$ cat config.mk
export PLATFORM = sky130hd
export DESIGN_NAME = counter_timer
export DESIGN_NICKNAME = d
export VERILOG_FILES = /design/src/ctr_pkg.sv /design/src/counter_timer.sv /design/src/pin_sync.sv /design/src/step_counter.sv
export SDC_FILE = /design/constraint.sdc
export NUM_CORES = 1
export LEC_CHECK = 0
export ABC_AREA = 1
export BUFFER_PORTS_ARGS = -buffer_cell sky130_fd_sc_hd__buf_2
export CAP_MARGIN = 15
export CORE_MARGIN = 4
export CORE_UTILIZATION = 55
export CTS_CLUSTER_DIAMETER = 60
export DETAILED_ROUTE_END_ITERATION = 7
export PLACE_DENSITY = 0.79
export SKIP_CTS_REPAIR_TIMING = 1
export SLEW_MARGIN = 0
export SYNTH_ARGS = -nofsm -noshare
export SYNTH_HDL_FRONTEND = slang
export SYNTH_SLANG_ARGS = --single-unit
$ cat constraint.sdc
create_clock -name clk_i -period 1.5 [get_ports clk_i]
set_clock_uncertainty 0.05 [all_clocks]
set_input_delay 0.375 -clock clk_i [delete_from_list [all_inputs] [get_ports clk_i]]
set_output_delay 0.375 -clock clk_i [all_outputs]
set_load 0.005 [all_outputs]
$ cat src/ctr_pkg.sv
`default_nettype none
package ctr_pkg;
  // Host-side port numbers of the two timer readback bytes
  localparam logic [7:0] TIMER_COUNT_LOW_PORT = 8'h05;
  localparam logic [7:0] TIMER_COUNT_HIGH_PORT = 8'h06;

  localparam int TIMER_WIDTH = 16;
  localparam int ADDR_WIDTH = 10;
  localparam int SRC_COUNT = 3;

  // Control latch field positions
  localparam int CTRL_IRQ_EN_BIT = 0;
  localparam int CTRL_SEL0_BIT = 1;
  localparam int CTRL_SEL1_BIT = 2;
  localparam logic [2:0] CTRL_RESET = 3'h0;

  // Address readback high byte: full flag position
  localparam int ADDR_FULL_BIT = 7;
  localparam logic [ADDR_WIDTH-1:0] ADDR_LOW_MASK = 10'h0FF;
  localparam logic [ADDR_WIDTH-1:0] ADDR_HIGH_MASK = 10'h300;

  // Host strobes, all active low
  typedef struct packed {
    logic timer_clear_enable_n;
    logic timer_clear_strobe_n;
    logic timer_step_n;
    logic timer_read_low_n;
    logic timer_read_high_n;
    logic addr_read_low_n;
    logic addr_read_high_n;
    logic addr_load_low_n;
    logic addr_load_high_n;
    logic addr_step_n;
    logic ctrl_write_n;
  } host_strobe_t;

  localparam int STROBE_WIDTH = $bits(host_strobe_t);
  localparam int SYNC_WIDTH = STROBE_WIDTH + SRC_COUNT + 8;
endpackage
`default_nettype wire

$ cat src/counter_timer.sv
`default_nettype none
module counter_timer
  import ctr_pkg::*;
#(
  parameter int TWIDTH = TIMER_WIDTH,
  parameter int AWIDTH = ADDR_WIDTH
) (
  input wire logic clk_i,
  input wire logic rst_n_i,
  input wire host_strobe_t strobe_i,
  input wire logic [SRC_COUNT-1:0] timer_src_i,
  input wire logic [7:0] data_i,
  output logic [7:0] data_o,
  output logic data_oe_o,
  output logic timer_irq_enable_o,
  output logic [1:0] timer_src_select_o,
  output logic [TWIDTH-1:0] timer_count_o,
  output logic [AWIDTH-1:0] acq_address_counter_o,
  output logic mem_full_o
);
  localparam logic [STROBE_WIDTH-1:0] STROBE_IDLE = '1;
  localparam logic [SYNC_WIDTH-1:0] SYNC_RESET = {STROBE_IDLE, {(SYNC_WIDTH-STROBE_WIDTH){1'b0}}};

  logic [SYNC_WIDTH-1:0] sync_level;
  logic [SYNC_WIDTH-1:0] sync_rise;
  logic [SYNC_WIDTH-1:0] sync_fall;
  host_strobe_t lvl;
  host_strobe_t fall;
  host_strobe_t rise;
  logic [SRC_COUNT-1:0] src_rise;
  logic [7:0] data_s;

  pin_sync #(
    .WIDTH(SYNC_WIDTH),
    .RESET_VAL(SYNC_RESET)
  ) u_sync (
    .clk_i(clk_i),
    .rst_n_i(rst_n_i),
    .pin_i({strobe_i, timer_src_i, data_i}),
    .level_o(sync_level),
    .rise_o(sync_rise),
    .fall_o(sync_fall)
  );

  assign lvl = host_strobe_t'(sync_level[SYNC_WIDTH-1 -: STROBE_WIDTH]);
  assign fall = host_strobe_t'(sync_fall[SYNC_WIDTH-1 -: STROBE_WIDTH]);
  assign rise = host_strobe_t'(sync_rise[SYNC_WIDTH-1 -: STROBE_WIDTH]);
  assign src_rise = sync_rise[8 +: SRC_COUNT];
  assign data_s = sync_level[7:0];

  // Control latch
  logic [2:0] ctrl_ff;

  always_ff @(posedge clk_i or negedge rst_n_i)
  begin
    if (!rst_n_i)
      ctrl_ff <= CTRL_RESET;
    else if (fall.ctrl_write_n)
      ctrl_ff <= data_s[2:0];
  end

  assign timer_irq_enable_o = ctrl_ff[CTRL_IRQ_EN_BIT];
  assign timer_src_select_o = {ctrl_ff[CTRL_SEL1_BIT], ctrl_ff[CTRL_SEL0_BIT]};

  // Host step pulse: raised by the strobe, dropped when the strobe returns high
  logic step_pulse_ff;
  logic step_pulse_prev_ff;
  logic host_inc;

  always_ff @(posedge clk_i or negedge rst_n_i)
  begin
    if (!rst_n_i)
      step_pulse_ff <= 1'b0;
    else if (lvl.timer_step_n)
      step_pulse_ff <= 1'b0;
    else if (fall.timer_step_n)
      step_pulse_ff <= 1'b1;
  end

  always_ff @(posedge clk_i or negedge rst_n_i)
  begin
    if (!rst_n_i)
      step_pulse_prev_ff <= 1'b0;
    else
      step_pulse_prev_ff <= step_pulse_ff;
  end

  assign host_inc = step_pulse_ff && !step_pulse_prev_ff;

  // Normal sources: select code 1..3 picks source 0..2, code 0 blocks all
  logic src_inc;

  always_comb
  begin
    unique case (timer_src_select_o)
      2'h0: src_inc = 1'b0;
      2'h1: src_inc = src_rise[0];
      2'h2: src_inc = src_rise[1];
      2'h3: src_inc = src_rise[2];
    endcase
  end

  logic timer_clear;
  logic timer_inc;
  logic [TWIDTH-1:0] timer_count;

  assign timer_clear = !lvl.timer_clear_enable_n && !lvl.timer_clear_strobe_n;
  assign timer_inc = host_inc || src_inc;

  // Wrap output left open: the timer raises no status on rollover
  step_counter #(
    .WIDTH(TWIDTH)
  ) u_timer (
    .clk_i(clk_i),
    .rst_n_i(rst_n_i),
    .clear_i(timer_clear),
    .load_mask_i('0),
    .load_val_i('0),
    .inc_i(timer_inc),
    .count_o(timer_count),
    .wrap_o()
  );

  assign timer_count_o = timer_count;

  // Address counter
  logic [AWIDTH-1:0] addr_mask;
  logic [AWIDTH-1:0] addr_val;
  logic addr_load;
  logic addr_wrap;
  logic [AWIDTH-1:0] addr_count;

  always_comb
  begin
    addr_mask = '0;
    if (fall.addr_load_low_n)
      addr_mask = addr_mask | ADDR_LOW_MASK;
    if (fall.addr_load_high_n)
      addr_mask = addr_mask | ADDR_HIGH_MASK;
  end

  assign addr_val = {data_s[1:0], data_s};
  assign addr_load = |addr_mask;

  step_counter #(
    .WIDTH(AWIDTH)
  ) u_addr (
    .clk_i(clk_i),
    .rst_n_i(rst_n_i),
    .clear_i(1'b0),
    .load_mask_i(addr_mask),
    .load_val_i(addr_val),
    .inc_i(rise.addr_step_n),
    .count_o(addr_count),
    .wrap_o(addr_wrap)
  );

  assign acq_address_counter_o = addr_count;

  logic full_ff;

  always_ff @(posedge clk_i or negedge rst_n_i)
  begin
    if (!rst_n_i)
      full_ff <= 1'b0;
    else if (addr_wrap)
      full_ff <= 1'b1;
    else if (addr_load)
      full_ff <= 1'b0;
  end

  assign mem_full_o = full_ff;

  // Readback buffer; one select at a time is expected, priority runs timer low, timer high, address low, address high
  logic [7:0] rd_data_ff;
  logic rd_oe_ff;

  always_ff @(posedge clk_i or negedge rst_n_i)
  begin
    if (!rst_n_i)
    begin
      rd_data_ff <= 8'h00;
      rd_oe_ff <= 1'b0;
    end
    else
    begin
      rd_oe_ff <= !(lvl.timer_read_low_n && lvl.timer_read_high_n &&
                    lvl.addr_read_low_n && lvl.addr_read_high_n);
      if (!lvl.timer_read_low_n)
        rd_data_ff <= timer_count[7:0];
      else if (!lvl.timer_read_high_n)
        rd_data_ff <= timer_count[15:8];
      else if (!lvl.addr_read_low_n)
        rd_data_ff <= addr_count[7:0];
      else if (!lvl.addr_read_high_n)
        rd_data_ff <= {full_ff, 5'h00, addr_count[9:8]};
      else
        rd_data_ff <= 8'h00;
    end
  end

  assign data_o = rd_data_ff;
  assign data_oe_o = rd_oe_ff;
endmodule
`default_nettype wire

$ cat src/pin_sync.sv
`default_nettype none
module pin_sync #(
  parameter int WIDTH = 1,
  parameter logic [WIDTH-1:0] RESET_VAL = '0
) (
  input wire logic clk_i,
  input wire logic rst_n_i,
  input wire logic [WIDTH-1:0] pin_i,
  output logic [WIDTH-1:0] level_o,
  output logic [WIDTH-1:0] rise_o,
  output logic [WIDTH-1:0] fall_o
);
  logic [WIDTH-1:0] meta_ff;
  logic [WIDTH-1:0] sync_ff;
  logic [WIDTH-1:0] prev_ff;

  // Only sync_ff reads meta_ff
  always_ff @(posedge clk_i or negedge rst_n_i)
  begin
    if (!rst_n_i)
    begin
      meta_ff <= RESET_VAL;
      sync_ff <= RESET_VAL;
      prev_ff <= RESET_VAL;
    end
    else
    begin
      meta_ff <= pin_i;
      sync_ff <= meta_ff;
      prev_ff <= sync_ff;
    end
  end

  assign level_o = sync_ff;
  assign rise_o = sync_ff & ~prev_ff;
  assign fall_o = ~sync_ff & prev_ff;
endmodule
`default_nettype wire

$ cat src/step_counter.sv
`default_nettype none
module step_counter #(
  parameter int WIDTH = 16
) (
  input wire logic clk_i,
  input wire logic rst_n_i,
  input wire logic clear_i,
  input wire logic [WIDTH-1:0] load_mask_i,
  input wire logic [WIDTH-1:0] load_val_i,
  input wire logic inc_i,
  output logic [WIDTH-1:0] count_o,
  output logic wrap_o
);
  logic [WIDTH-1:0] count_ff;
  logic loading;

  assign loading = |load_mask_i;
  // Wrap is the step that takes the all-ones value back to zero
  assign wrap_o = inc_i && !clear_i && !loading && (&count_ff);

  // Clear beats load, load beats step
  always_ff @(posedge clk_i or negedge rst_n_i)
  begin
    if (!rst_n_i)
      count_ff <= '0;
    else if (clear_i)
      count_ff <= '0;
    else if (loading)
      count_ff <= (count_ff & ~load_mask_i) | (load_val_i & load_mask_i);
    else if (inc_i)
      count_ff <= count_ff + 1'b1;
  end

  assign count_o = count_ff;
endmodule
`default_nettype wire
Word level (Yosys, flattened, before mapping)
Cells that the tools add are included.

Register bits: 105. Logic and storage cells: 59. Output and inout bits: 39. Bits of input ports: 24.

Reduce and logical (&&, ||, !) cells: 20. Equality and inequality tests: 3. $add $sub $neg: 2. Mux-type cells: 15. Bitwise logic cells: 8.

Operators by type and width (number): $mux W8 (5); $mux W16 (2); $mux W10 (3); $and A10 B10 Y10 (2); $and A20 B20 Y20 (1); $not A20 Y20 (1); $add A16 B1 Y16 const B (1); $and A13 B13 Y13 (1); $not A13 Y13 (1); $add A10 B1 Y10 const B (1); $not A10 Y10 (1); $or A10 B10 Y10 (1); $reduce_and A10 Y1 (1); $reduce_or A10 Y1 (1); $reduce_bool A2 Y1 (4); $logic_and A1 B1 Y1 (7); $logic_not A1 Y1 (5); $eq A2 B2 Y1 const B (2); $mux W1 (4); $pmux W1 S4 (1); $eq A2 B1 Y1 const B (1); $logic_not A2 Y1 (1); $logic_or A1 B1 Y1 (1).

Longest topological paths before layout
Depth after elaboration: 9. Gate-level depth with buffers: 10. Mapped depth without buffers: 9.

Modules after synthesis
From an unflattened synthesis, not the netlist that was laid out.

Cell total of the unflattened synthesis: 629. Area, all modules: 5073.6 um^2.

Modules (own cells, without submodules): pin_sync (seq. area each 1692.9 um^2, cells an instance 154, instances 1, area an instance 2023.2 um^2); step_counter at u_timer (seq. area each 400.4 um^2, cells an instance 238, instances 1, area an instance 1418.9 um^2); step_counter at u_addr (seq. area each 250.2 um^2, cells an instance 149, instances 1, area an instance 899.6 um^2); counter_timer (seq. area each 375.4 um^2, cells an instance 88, instances 1, area an instance 732.0 um^2).

Least setup slack after synthesis
OpenSTA, ideal clock, no wires.

Path type: flip-flop to flip-flop. From: register u_timer.count_ff[0] (netlist: u_timer.count_o[0]). To: register u_timer.count_ff[14] (netlist: u_timer.count_o[14]). Path slack: 132 ps. Library setup time: 118 ps. Cell stages (with the launch flop): 9. Arrival time: 1200 ps. Cell sequence: dfrtp_1 > ha_1 > nand3_1 > nor2_1 > nand3_1 > nand2_1 > nand2_1 > nand3_1 > nand2_1.

Cells in the longest elaborated chain, start to end: 3.

Ends and longest elaborated chain: start, declared (RTL line step_counter.sv:14) `logic [WIDTH-1:0] count_ff;`; start signal, assigned (RTL line step_counter.sv:29) `count_ff <= (count_ff & ~load_mask_i) | (load_val_i & load_mask_i);`; start signal, assigned (RTL line step_counter.sv:31) `count_ff <= count_ff + 1'b1;`; $add A16 B1 Y16 (RTL line step_counter.sv:31); $mux W16 (RTL line step_counter.sv:30) `else if (inc_i)`; $mux W16 (RTL line step_counter.sv:26) `else if (clear_i)`.

No other way between the ends. The select of a mux whose other input is x is not followed. A chain may end at the register's enable or synchronous reset.

Final worst setup path
From: register u_timer.count_ff[0] (netlist: u_timer.count_o[0]). To: output port timer_count_o[0].

RTL lines: end, declared (RTL line counter_timer.sv:17) `output logic [TWIDTH-1:0] timer_count_o,`.

No word-level cell between the ends.

==> flow_summary.ini <==
[floorplan]
io-pin-count = 63
die_h_um = 90.2
initial_core_util_pct = 57.5
num_rows = 29
dieArea_um2 = 8130
core_um2 = 6460
die_w_um = 90.2

[timing]
final.setup.tns_ps = 0
report.final.slew_viol_count = 0
period_needed_ps = 1460
worst-slew-pin-transition_ps = 318
unrepaired_setup_endpoints_after_global_routing = yes
finalHoldViolations = 0
finalCritPeriodShare_pct = 97.0
max_slew_margin_pct = 78.6
max_freq_mhz = 687
setup_viol = 0

[place]
dp_hpwl_mm = 5.77
dp_cells = 539
placement.io_buffers = 62
gp_congestion = 0.891

[cts]
number_of_buffers_added_by_the_clock_tree_synthesis_step = 9
clockBufferDepth = 2
clock_tree.root_cell = clkbuf_8
htreeDepth = 3
worst_skew_pair.late_latency_ps = 350
clk_transition_reported_paths_ps = 90
clock_tree_from_tritoncts = done
cts.sinks = 93

[worst_setup_path]
critPathCapture = timer_count_o[0]
worst-r2r-cell-count = 9
startpoint = u_timer.count_o[0]$_DFFE_PN0P_
reg2reg_setup_slack_ps = 70
critical_path_peak_fanout = 4
worstSetupPathType = flop to output port
slowest_stage_delay_cp_ps = 420
cell_with_the_largest_stage_delay_on_the_worst_path = dfrtp_1
worst_path_arrival_ps = 1030
crit_path_cell_trace = buf_6 > buf_2
worst_ep_required_time_ps = 1070
regToRegStartpoint = u_sync.prev_ff[14]$_DFF_PN1_
end_kind = output port
start_kind = flop

[worst_hold_path]
min_from = strobe_i[0]
hp-class = input pin to flop

[global_route]
grt_use_total_pct = 20.4
pin_count_of_the_biggest_net_entering_global_routing = 54
grt_pass1_wl_mm = 13.4
antenna_violations_before_repair = 0
globalRouteOverflowTotal = 0
grt_pass1_vias = 2945

[synth]
number_of_distinct_library_cells_after_synthesis = 27
synthesis.instances = 393
synth.yosys.seq_area_share_pct = 63.6
avgSynthCellArea_um2 = 9.45
synth.cell_area_um2 = 3710
synth_nets = 419
register_bit_count_reported_by_yosys = 93
synth-warning-count = 0

[cells_and_area]
final_core_utilization_pct = 70.0
final_layout_size_suffix_gt1_share_pct = 30.7
diodes = 0
finish.cell_count_without_fillers = 559
design.final.nets = 503
fillCellCount = 500
p_r_area_growth_vs_syn_pct = 21.8

[power_and_ir_drop]
total_power_mw = 5.34
power.static_leakage_nw = 2.25
ir_worst_vdd_mv = 0.921
power-per-cell-area_nw_per_um2 = 1180

[route]
number_of_remaining_drc_errors = 0
postRouteAntennaNets = 0
drt_first_pass_iters = 5
via_count = 2971
route.detailed.wl_per_inst_um = 14.2
drtIter0Drc = 168
drt-vias-per-instance = 5.31
wirelength_mm = 7.95

[status]
run_status = finished, final reports clean

[flow_run]
timing.max_cap.violations = 0
how the worst min path moves through the flow:
stage	end	cells past startpoint
after floorplan	async pin	0
after global placement	u_sync.level_o[5]$_DFF_PN0_	0
after detailed placement	u_sync.level_o[10]$_DFF_PN0_	0
after CTS	u_sync.level_o[10]$_DFF_PN0_	2
after global routing	u_sync.meta_ff[19]$_DFF_PN1_	1
final	u_sync.meta_ff[11]$_DFF_PN1_	1
synth_stat cells, drive strengths merged:
library cell	count	area, um^2
a32oi	3	26.3
a22oi	1	7.51
o22ai	5	31.3
xor2	1	8.76
o21ai	18	90.1
ha	2	25.0
nand3	27	140
nor3	1	5.00
o211ai	5	37.5
nor2	43	179
o21a	1	7.51
a21oi	8	40.0
nand2	107	407
o21bai	1	7.51
o2bb2ai	1	8.76
dfrtp	66	1650
nand4	15	93.8
inv	58	218
buf	3	21.3
dfstp	27	709
power by group:
| group | internal, mW | total, mW | leakage (nW) | switching, mW |
|---|---|---|---|---|
| Combinational | 0.323 | 0.753 | 1.05 | 0.431 |
| Clock | 0.828 | 1.71 | 0.103 | 0.882 |
| Sequential | 2.72 | 2.88 | 1.10 | 0.157 |
placed cells by master (no fill, tap or decap), types with 8 or more instances in the layout:
cell,synthesis,routed
dfrtp_1,66,64
o21ai_0,17,16
a21oi_1,8,8
nor2_1,40,33
clkbuf_8,0,10
inv_1,54,51
dfstp_2,27,27
buf_4,0,9
nand4_1,15,15
nand2_1,105,101
buf_2,2,61
nand3_1,26,24
final cells by class:
class	instances	area, um^2	share of cell area [%]
flip-flops and latches	93	2360	52.3
multi-input cells	239	1180	26.0
repair buffers	76	457	10.1
inverters	58	223	4.92
clock buffers	10	138	3.04
well taps	77	96.3	2.13
clock inverters	6	68.8	1.52
worst max-delay path, delay by kind of cell (launching register included):
kind,cells,cell delay (ps)
buf+inv,2,260
flops,1,420
logic make-up after synthesis:
family          synth area share, %
flops                          63.6
buf+inv                        6.43
simple gates                   22.2
fa+ha+maj                     0.674
compound gates                 6.91
xor+xnor                      0.236
metal layers:
layer | GRT usage [%] | part of all wire (%) | up-vias
met3 | 5.59 | 7.2 | 16
met4 | 5.48 | 2.2 | 0
met2 | 34.3 | 49 | 120
li1 | - | - | 1422
met1 | 26.2 | 41 | 1413
met5 | 0 | 0 | -
through the flow:
stage          setup WS [ps]  hold WS, ps  area [um^2]
3_5_place_dp            21.4          285         4200
2_1_floorplan            132         29.4         3710
6_report                44.5         57.2         4520
4_1_cts                 6.59        -64.6         4410
3_3_place_gp            79.2          282         4200
5_1_grt                -14.5         30.7         4520
No activity file was read; power rests on OpenSTA's default activity.
